**src/shared/card_bridge_params.svh**
```systemverilog
`ifndef CARD_BRIDGE_PARAMS_SVH
`define CARD_BRIDGE_PARAMS_SVH

// ****************************************
// Register indices and byte addressing
// ****************************************
`define RETRY_IDX 8'h90
`define CARD_IDX 8'h91
`define DEVICE_IDX 8'h92
`define FUNC1_ADDR_BIT 10
`define ADDR_W 12

// ****************************************
// Retry timeout status fields
// ****************************************
`define RT_HOST_EN 7
`define RT_CARD_EN 6
`define RT_EXP_B 5
`define RT_EXP_A 3
`define RT_EXP_HOST 1

// ****************************************
// Card signal control fields
// ****************************************
`define CC_RING_EN 7
`define CC_RSVD_HI 6
`define CC_RSVD_LO 3
`define CC_AUDIO_SEL 2
`define CC_SPK_EN 1
`define CC_IRQ_FLAG 0

// ****************************************
// Bridge device control fields and reset
// ****************************************
`define DC_PWR_LOCK 7
`define DC_LV_FORCE 6
`define DC_DIAG5 5
`define DC_RSVD4 4
`define DC_VTEST 3
`define DC_MODE_HI 2
`define DC_MODE_LO 1
`define DC_TEST0 0
`define DC_RESET 8'h66

// ****************************************
// Timing
// ****************************************
`define RETRY_LIMIT_CYCLES 32768

`endif

```
**src/shared/card_bridge_pkg.sv**
```systemverilog
package card_bridge_pkg;

    // Interrupt signalling selection
    typedef enum logic [1:0] {
        PARALLEL_ONLY = 2'h0,
        MODE_RESERVED = 2'h1,
        SERIAL_LEGACY = 2'h2,
        FULL_SERIAL = 2'h3
    } int_mode_t;

    // Retry watchdog states
    typedef enum logic {
        WD_IDLE,
        WD_WAIT
    } watch_state_t;

endpackage

```
**src/pin_sync.sv**
```systemverilog
module pin_sync #(
    parameter int W = 2
) (
    input wire logic pclk,           // Bus clock
    input wire logic presetn,        // Global reset, active low
    input wire logic [W-1:0] async_in, // Pin levels
    output logic [W-1:0] sync_out    // Synchronised levels
);

    logic [W-1:0] meta;

    // Two stages; only the second stage is visible outside
    always_ff @(posedge pclk or negedge presetn) begin
        if (!presetn) begin
            meta <= '0;
            sync_out <= '0;
        end else begin
            meta <= async_in;
            sync_out <= meta;
        end
    end

endmodule

```
**src/retry_watchdog.sv**
```systemverilog
module retry_watchdog #(
    parameter int LIMIT = 32768
) (
    input wire logic pclk,        // Bus clock
    input wire logic presetn,     // Global reset, active low
    input wire logic enable,      // Counter enable
    input wire logic retry_seen,  // Target answered with retry
    input wire logic reissued,    // Request was issued again
    output logic expired          // One-cycle expiry pulse
);

    card_bridge_pkg::watch_state_t state;
    logic [15:0] count;
    wire at_limit = (count == 16'(LIMIT - 1));

    // A further retry in the window is ignored; disabling drops it silently
    always_ff @(posedge pclk or negedge presetn) begin
        if (!presetn) begin
            state <= card_bridge_pkg::WD_IDLE;
            count <= 16'h0000;
            expired <= 1'b0;
        end else begin
            expired <= 1'b0;
            unique case (state)
                card_bridge_pkg::WD_IDLE: begin
                    count <= 16'h0000;
                    if (enable && retry_seen) begin
                        state <= card_bridge_pkg::WD_WAIT;
                    end
                end
                card_bridge_pkg::WD_WAIT: begin
                    count <= count + 16'h0001;
                    if (!enable || reissued) begin
                        state <= card_bridge_pkg::WD_IDLE;
                    end else if (at_limit) begin
                        expired <= 1'b1;
                        state <= card_bridge_pkg::WD_IDLE;
                    end
                end
            endcase
        end
    end

endmodule

```
**src/retry_card_device_control_regs.sv**
```systemverilog
`include "card_bridge_params.svh"
// Behaviour
// - Flag a target's retry as expired after 2^15 cycles without reissue.
// - Expiry flags stay set until a 1 is written; writing 0 keeps them.
// - Retry bit 7 enables the host retry counter; resets to 1.
// - Retry bit 6 enables the card retry counter; resets to 1, global.
// - Expiry flags: card B bit 5, card A bit 3, host bit 1; reset 0.
// - Retry bits 4, 2 and 0 always read 0.
// - Card control bit 7 enables ring indicate output; one shared copy.
// - Card control bit 2 clear routes card audio to the PWM source.
// - With audio bit set in both functions, function 0 audio is routed.
// - Speaker enable drives the XOR of both socket speaker inputs.
// - Speaker pin driven only while either function's enable is set.
// - Card control bit 0 sets on a socket interrupt; write 1 clears.
// - Power lock blocks socket power down while in D3.
// - Device bit 6 forces 3-V capable report; resets to 1, global.
// - Device bit 5 is a read/write diagnostic bit resetting to 1.
// - Device bits 2-1 select interrupt signalling mode; default 11.
// - Device control bit 4 reads 0 and ignores writes.
// - Sticky bits clear only on global reset, not on function reset.
module retry_card_device_control_regs #(
    parameter int RETRY_LIMIT = `RETRY_LIMIT_CYCLES
) (
    input wire logic pclk,                      // Bus clock
    input wire logic presetn,                   // Global reset, active low
    input wire logic function_reset,            // Non-global reset, sync
    input wire logic psel,                      // APB select
    input wire logic penable,                   // APB enable
    input wire logic pwrite,                    // APB direction
    input wire logic [`ADDR_W-1:0] paddr,       // APB byte address
    input wire logic [31:0] pwdata,             // APB write data
    output logic [31:0] prdata,                 // APB read data
    output logic pready,                        // APB ready
    output logic pslverr,                       // APB error
    input wire logic host_retry_seen,           // Host target retried us
    input wire logic host_retry_reissued,       // Host request reissued
    input wire logic [1:0] card_retry_seen,     // Card A/B target retried
    input wire logic [1:0] card_retry_reissued, // Card A/B reissued
    input wire logic [1:0] card_functional_irq, // Socket irq pulse
    input wire logic [1:0] card_ring_in,        // Socket ring pins
    input wire logic [1:0] card_audio_input,    // Socket audio pins
    input wire logic [1:0] card_speaker_input,  // Socket speaker pins
    input wire logic power_state_d3,            // Controller in D3
    input wire logic socket_power_down_request, // Software power down
    output logic socket_power_down_allowed,     // Power down granted
    output logic ring_indicate_output,          // Ring indicate pin
    output logic pwm_audio_source,              // Routed card audio
    output logic combined_speaker_output,       // Speaker data
    output logic speaker_output_enable,         // Speaker pin drive
    output logic low_voltage_capable_force,     // 3-V capable report
    output logic [1:0] interrupt_signaling_select // Interrupt mode
);

    // ****************************************
    // Register state
    // ****************************************
    logic host_retry_counter_enable;
    logic card_retry_counter_enable;
    logic host_target_retry_expired;
    logic card_target_a_retry_expired;
    logic card_target_b_retry_expired;
    logic ring_indicate_enable;
    logic [3:0] card_rsvd [2];
    logic [1:0] card_audio_routing_select;
    logic [1:0] speaker_enable;
    logic [1:0] card_functional_irq_flag;
    logic socket_power_lock;
    logic diag_bit_five;
    logic vendor_test;
    logic test_zero;
    card_bridge_pkg::int_mode_t int_mode;

    // ****************************************
    // Address decode
    // ****************************************
    function automatic logic reg_hit(input logic [`ADDR_W-1:0] a, input logic [7:0] idx);
        reg_hit = (a[9:2] == idx) && (a[1:0] == 2'h0) && !a[11];
    endfunction

    // Function 1 copies sit 0x400 above function 0
    wire func_sel = paddr[`FUNC1_ADDR_BIT];
    wire hit_retry = reg_hit(paddr, `RETRY_IDX);
    wire hit_card = reg_hit(paddr, `CARD_IDX);
    wire hit_dev = reg_hit(paddr, `DEVICE_IDX);
    wire hit_any = hit_retry | hit_card | hit_dev;
    wire access = psel & penable;
    wire wr = access & pwrite & hit_any;
    wire wr_retry = wr & hit_retry;
    wire wr_card = wr & hit_card;
    wire wr_dev = wr & hit_dev;
    wire [7:0] wd = pwdata[7:0];

    // Zero wait states; unmapped addresses answer with an error
    assign pready = 1'b1;
    assign pslverr = access & !hit_any;

    // ****************************************
    // Retry watchdogs
    // ****************************************
    wire host_expired;
    wire [1:0] card_expired;

    retry_watchdog #(.LIMIT(RETRY_LIMIT)) host_wd (
        .pclk(pclk),
        .presetn(presetn),
        .enable(host_retry_counter_enable),
        .retry_seen(host_retry_seen),
        .reissued(host_retry_reissued),
        .expired(host_expired)
    );

    // One global enable serves both card targets
    genvar t;
    generate
        for (t = 0; t < 2; t++) begin : g_card_wd
            retry_watchdog #(.LIMIT(RETRY_LIMIT)) card_wd (
                .pclk(pclk),
                .presetn(presetn),
                .enable(card_retry_counter_enable),
                .retry_seen(card_retry_seen[t]),
                .reissued(card_retry_reissued[t]),
                .expired(card_expired[t])
            );
        end
    endgenerate

    // ****************************************
    // Retry timeout status register
    // ****************************************
    // Set wins over a same-cycle write-one clear
    wire next_host_exp = (host_target_retry_expired & !(wr_retry & wd[`RT_EXP_HOST])) | host_expired;
    wire next_exp_a = (card_target_a_retry_expired & !(wr_retry & wd[`RT_EXP_A])) | card_expired[0];
    wire next_exp_b = (card_target_b_retry_expired & !(wr_retry & wd[`RT_EXP_B])) | card_expired[1];

    // Sticky group: only the global reset restores defaults
    always_ff @(posedge pclk or negedge presetn) begin
        if (!presetn) begin
            host_retry_counter_enable <= 1'b1;
            card_retry_counter_enable <= 1'b1;
            host_target_retry_expired <= 1'b0;
            card_target_a_retry_expired <= 1'b0;
            card_target_b_retry_expired <= 1'b0;
        end else begin
            if (wr_retry) begin
                host_retry_counter_enable <= wd[`RT_HOST_EN];
                card_retry_counter_enable <= wd[`RT_CARD_EN];
            end
            host_target_retry_expired <= next_host_exp;
            card_target_a_retry_expired <= next_exp_a;
            card_target_b_retry_expired <= next_exp_b;
        end
    end

    // ****************************************
    // Card signal control register
    // ****************************************
    logic [1:0] next_irq;
    always_comb begin
        for (int f = 0; f < 2; f++) begin
            next_irq[f] = card_functional_irq_flag[f];
            if (wr_card && (func_sel == f[0]) && wd[`CC_IRQ_FLAG]) begin
                next_irq[f] = 1'b0;
            end
            next_irq[f] = next_irq[f] | card_functional_irq[f];
        end
    end

    // Sticky per-function bits; ring enable has one shared copy
    always_ff @(posedge pclk or negedge presetn) begin
        if (!presetn) begin
            ring_indicate_enable <= 1'b0;
            card_audio_routing_select <= 2'h0;
            speaker_enable <= 2'h0;
            card_functional_irq_flag <= 2'h0;
        end else begin
            if (wr_card) begin
                ring_indicate_enable <= wd[`CC_RING_EN];
                card_audio_routing_select[func_sel] <= wd[`CC_AUDIO_SEL];
                speaker_enable[func_sel] <= wd[`CC_SPK_EN];
            end
            card_functional_irq_flag <= next_irq;
        end
    end

    // Reserved bits are the only state a function reset touches
    always_ff @(posedge pclk or negedge presetn) begin
        if (!presetn) begin
            card_rsvd[0] <= 4'h0;
            card_rsvd[1] <= 4'h0;
        end else if (function_reset) begin
            card_rsvd[0] <= 4'h0;
            card_rsvd[1] <= 4'h0;
        end else if (wr_card) begin
            card_rsvd[func_sel] <= wd[`CC_RSVD_HI:`CC_RSVD_LO];
        end
    end

    // ****************************************
    // Bridge device control register
    // ****************************************
    // A literal cannot be bit-selected, so the default word is named first
    localparam logic [7:0] DEV_DEFAULT = `DC_RESET;

    // Shared by both functions; bit 4 has no storage at all
    always_ff @(posedge pclk or negedge presetn) begin
        if (!presetn) begin
            socket_power_lock <= DEV_DEFAULT[`DC_PWR_LOCK];
            low_voltage_capable_force <= DEV_DEFAULT[`DC_LV_FORCE];
            diag_bit_five <= DEV_DEFAULT[`DC_DIAG5];
            vendor_test <= DEV_DEFAULT[`DC_VTEST];
            int_mode <= card_bridge_pkg::FULL_SERIAL;
            test_zero <= DEV_DEFAULT[`DC_TEST0];
        end else if (wr_dev) begin
            socket_power_lock <= wd[`DC_PWR_LOCK];
            low_voltage_capable_force <= wd[`DC_LV_FORCE];
            diag_bit_five <= wd[`DC_DIAG5];
            vendor_test <= wd[`DC_VTEST];
            int_mode <= card_bridge_pkg::int_mode_t'(wd[`DC_MODE_HI:`DC_MODE_LO]);
            test_zero <= wd[`DC_TEST0];
        end
    end

    assign interrupt_signaling_select = int_mode;

    // ****************************************
    // Read multiplexer
    // ****************************************
    wire [7:0] rd_retry = {host_retry_counter_enable, card_retry_counter_enable,
        card_target_b_retry_expired, 1'b0, card_target_a_retry_expired, 1'b0,
        host_target_retry_expired, 1'b0};
    wire [7:0] rd_card = {ring_indicate_enable, card_rsvd[func_sel],
        card_audio_routing_select[func_sel], speaker_enable[func_sel],
        card_functional_irq_flag[func_sel]};
    wire [7:0] rd_dev = {socket_power_lock, low_voltage_capable_force, diag_bit_five,
        1'b0, vendor_test, int_mode, test_zero};
    wire [7:0] rd_sel = hit_retry ? rd_retry : hit_card ? rd_card : hit_dev ? rd_dev : 8'h00;

    // Read data is captured in the setup phase so it comes from a register
    always_ff @(posedge pclk or negedge presetn) begin
        if (!presetn) begin
            prdata <= 32'h0000_0000;
        end else if (psel && !penable) begin
            prdata <= {24'h00_0000, rd_sel};
        end
    end

    // ****************************************
    // Socket pins
    // ****************************************
    wire [1:0] ring_s;
    wire [1:0] audio_s;
    wire [1:0] spk_s;

    pin_sync #(.W(6)) pins (
        .pclk(pclk),
        .presetn(presetn),
        .async_in({card_ring_in, card_audio_input, card_speaker_input}),
        .sync_out({ring_s, audio_s, spk_s})
    );

    // Function 1 audio only when function 0 opts out and function 1 does not
    wire audio_from_f1 = card_audio_routing_select[0] & !card_audio_routing_select[1];
    wire next_audio = audio_from_f1 ? audio_s[1] : audio_s[0];
    wire spk_any = |speaker_enable;
    wire lock_active = socket_power_lock & power_state_d3;

    // Pin outputs are registered to keep them glitch free
    always_ff @(posedge pclk or negedge presetn) begin
        if (!presetn) begin
            ring_indicate_output <= 1'b0;
            pwm_audio_source <= 1'b0;
            combined_speaker_output <= 1'b0;
            speaker_output_enable <= 1'b0;
            socket_power_down_allowed <= 1'b0;
        end else begin
            ring_indicate_output <= ring_indicate_enable & (|ring_s);
            pwm_audio_source <= next_audio;
            combined_speaker_output <= spk_any & (spk_s[0] ^ spk_s[1]);
            speaker_output_enable <= spk_any;
            socket_power_down_allowed <= socket_power_down_request & !lock_active;
        end
    end
endmodule

```
**config.mk**
```make
export PLATFORM = sky130hd
export DESIGN_NAME = retry_card_device_control_regs
export DESIGN_NICKNAME = d
export VERILOG_FILES = /design/src/shared/card_bridge_pkg.sv /design/src/pin_sync.sv /design/src/retry_watchdog.sv /design/src/retry_card_device_control_regs.sv
export VERILOG_INCLUDE_DIRS = /design/src /design/src/shared
export SDC_FILE = /design/constraint.sdc
export NUM_CORES = 1
export LEC_CHECK = 0
export BUFFER_PORTS_ARGS = -buffer_cell sky130_fd_sc_hd__buf_2
export CORE_AREA = 2 2 95 97
export DETAILED_ROUTE_END_ITERATION = 12
export DIE_AREA = 0 0 97 99
export MAX_ROUTING_LAYER = met4
export PLACE_DENSITY = 0.88
export SYNTH_ARGS = -nofsm -noshare
export SYNTH_HDL_FRONTEND = slang
export SYNTH_SLANG_ARGS = --single-unit
```
**constraint.sdc**
```tcl
create_clock -name pclk -period 2.95 [get_ports pclk]
set_clock_uncertainty 0.05 [all_clocks]
set_input_delay 0.295 -clock pclk [delete_from_list [all_inputs] [get_ports pclk]]
set_output_delay 0.295 -clock pclk [all_outputs]
set_load 0.02 [all_outputs]
```
==> results.toml <==
[detailed_routing]
wl_per_cell_um = 15.6
drc_errors = 0
drtIter0Drc = 253
vias = 3639
routed_wl_mm = 9.93
vias_per_cell = 5.70
final_antenna_net_count = 0
dr.pass1.iters = 5

[setup_path]
required_ns = 3.18
endpoint_kind = "register"
arrival_ns = 2.17
crit_type = "register to register"
cp_slowest_cell = "nor4_1"
cp_cell_sequence = "nand4_2 -> nor4_1 -> nor3b_1 -> nor3b_1"
start_kind = "register"
max_stage_delay_ns = 0.51
r2r_slack_ns = 1.00
crit_family = "simple AND/OR/NAND/NOR gates"
r2r-start = "host_wd.count[3]"
path_max_fanout = 10
crit_buf_inv = 0
startpoint = "host_wd.count[3]"
path_common_cell = "nor3b_1"

[global_routing]
global_route.peak_usage_layer = "met2"
gr-usage-met3 = 0.0411
grt_pass1_vias = 3554
antenna_found_initial = 0
grt-ovfl-total = 0
grt_max_degree = 81
use_met1 = 0.273
use_met2 = 0.361
track_usage = 0.218
grt_pass1_wl_mm = 16.5

[floorplan]
die_y_um = 99
die_w_um = 97
row_count = 34
ios = 108
design.die.area_um2 = 9600
core_um2 = 8550
start_util = 0.583

[synthesis]
yosys_warnings = 0
synth_compound_area_frac = 0.0836
yosys_most_used_dff = "dfrtp_1"
seq_area_frac_synth = 0.534
ys_types = 50
synth_top_family_by_area = "simple AND/OR/NAND/NOR gates"
avgSynthCellArea_um2 = 10.8
synth_edf_count = 0
synth_mux_area_frac = 0.0494
synth_simple_gate_area_frac = 0.211
synth_xor_xnor_area_share = 0.0562
async_flop_share = 1.00
netlist_instances = 463
yosys.area_share.adder = 0.00753
synth_area_um2 = 4980
yosys_register_bits = 106

[cts]
clock_latency_ns = 0.38
cts_sinks = 106
cts_tree = "done"
root_buffer = "clkbuf_8"
htreeDepth = 3
clk_pin_slew_ns = 0.11
cts_buffer_depth = 2
numCtsBuffers = 9
cts_resized = 0

[placement]
gp_congestion = 0.892
dp.cells = 616
pre_cts_ws_ns = 0.819
dp_hpwl_mm = 6.83
portBuffers = 58

[cells_and_area]
mostFrequentLayoutCells = "dfrtp_1, buf_2, and2_1"
layoutNonFillerInstCount = 638
final_util = 0.646
drive_above_1_share = 0.209
syn_to_final_growth_pct = 10.9
final_nets = 594
fillers = 625
final_common_cell = "dfrtp_1"
antenna_cells = 0

[timing]
hold_violations = 0
relSlewSlack = 0.355
maxSlewViolCount = 0
max_freq_mhz = 514
rsz0062_at_grt = "no"
final.setup.tns_ns = 0
period_needed_ns = 1.95
setup_viol = 0
setup_ws_ns = 1.00
fin_crit_sh = 0.660
tightest_slew_ns = 0.967

[pwr]
p_total_uw = 2450
irDropWorstVdd_mv = 0.217
leakage_uw = 0.00258
power_density_nw_per_um2 = 444

[hold_path]
hold_path.class = "input pin to async pin"

[run]
max-cap-violations = 0

[run_status]
status = "completed"
==> synthesized netlist by cell type (13+ instances only) <==
| master | count | area (um2) |
|---|---|---|
| buf_4 | 25 | 188 |
| nand4_1 | 20 | 125 |
| xor2_1 | 20 | 175 |
| a21oi_1 | 13 | 65.1 |
| mux2_2 | 21 | 236 |
| nor4_1 | 13 | 81.3 |
| nand3_1 | 19 | 95.1 |
| o21ai_0 | 19 | 95.1 |
| and2_1 | 37 | 231 |
| nand2_1 | 33 | 124 |
| dfrtp_1 | 100 | 2500 |
==> where the power goes <==
part	internal, uW	switching, uW	leakage, uW
Sequential	1460	3.41	0.00140
Combinational	41.1	97.2	0.00108
Clock	327	522	0.0000942
Total	1830	623	0.00258
==> timing repair <==
item | 4_1_cts | 5_1_grt
hold buffers | 6 | 0
buffers inserted | 0 | 0
endpoints found under the hold margin | 6 | 0
==> sequential cells by signal (all words and copies together) (netlist names), 2 cells and up <==
| signal | flops |
|---|---|
| card_functional_irq_flag | 2 |
| g_card_wd.card_wd.count | 32 |
| speaker_enable | 2 |
| interrupt_signaling_select | 2 |
| pins.meta | 6 |
| g_card_wd.card_wd.expired | 2 |
| prdata | 8 |
| g_card_wd.card_wd.state | 2 |
| card_rsvd | 8 |
| card_audio_routing_select | 2 |
| host_wd.count | 16 |
| pins.sync_out | 6 |
==> path summary, 6_finish.rpt <==
| check | endpoint | depth (start not counted) |
|---|---|---|
| min in group pclk | card_functional_irq_flag[1] | 2 |
| hold reg to reg | pins.sync_out[0] | 0 |
| setup / recovery | host_wd.expired | 4 |
| hold / removal | ring_indicate_output | 1 |
| max in group asynchronous | host_wd.count[10] | 2 |
| setup reg to reg | host_wd.expired | 4 |
==> worst reg2reg max path, cell delays in order (launching register included) <==
cell,delay [ns]
dfrtp_1,0.45
nand4_2,0.29
nor4_1,0.51
nor3b_1,0.31
nor3b_1,0.24
==> per-stage QoR <==
stage,hold WS (ns),cell area (um2)
after floorplan,-0.0506,5070
after global placement,0.283,5290
after detailed placement,0.287,5290
after CTS,0.0321,5530
after global routing,0.0348,5530
final,0.00771,5530
==> per-layer routing <==
layer / wire length (um) / share of wire
met4: 148 / 0.015
met3: 542 / 0.055
met1: 4250 / 0.43
met5: 0 / 0
met2: 4990 / 0.50
==> cell type report <==
type | instances | area, um2 | share of cell area
clock buffers | 10 | 128 | 0.0231
clock inverters | 6 | 55.1 | 0.00996
inverters | 9 | 33.8 | 0.00611
multi-input cells | 330 | 2130 | 0.385
flip-flops and latches | 106 | 2660 | 0.481
well taps | 108 | 135 | 0.0244
repair buffers | 69 | 390 | 0.0706
==> kinds of logic after synthesis <==
family / after synthesis
DFF: 106
and+or+nand+nor: 182
AOI/OAI and AO/OA: 66
other: 2
xor gates and xnor gates: 32
muxes: 22
buffers and inverters: 50
adders and majority gates: 3
Power figures use the tool's default switching activity.
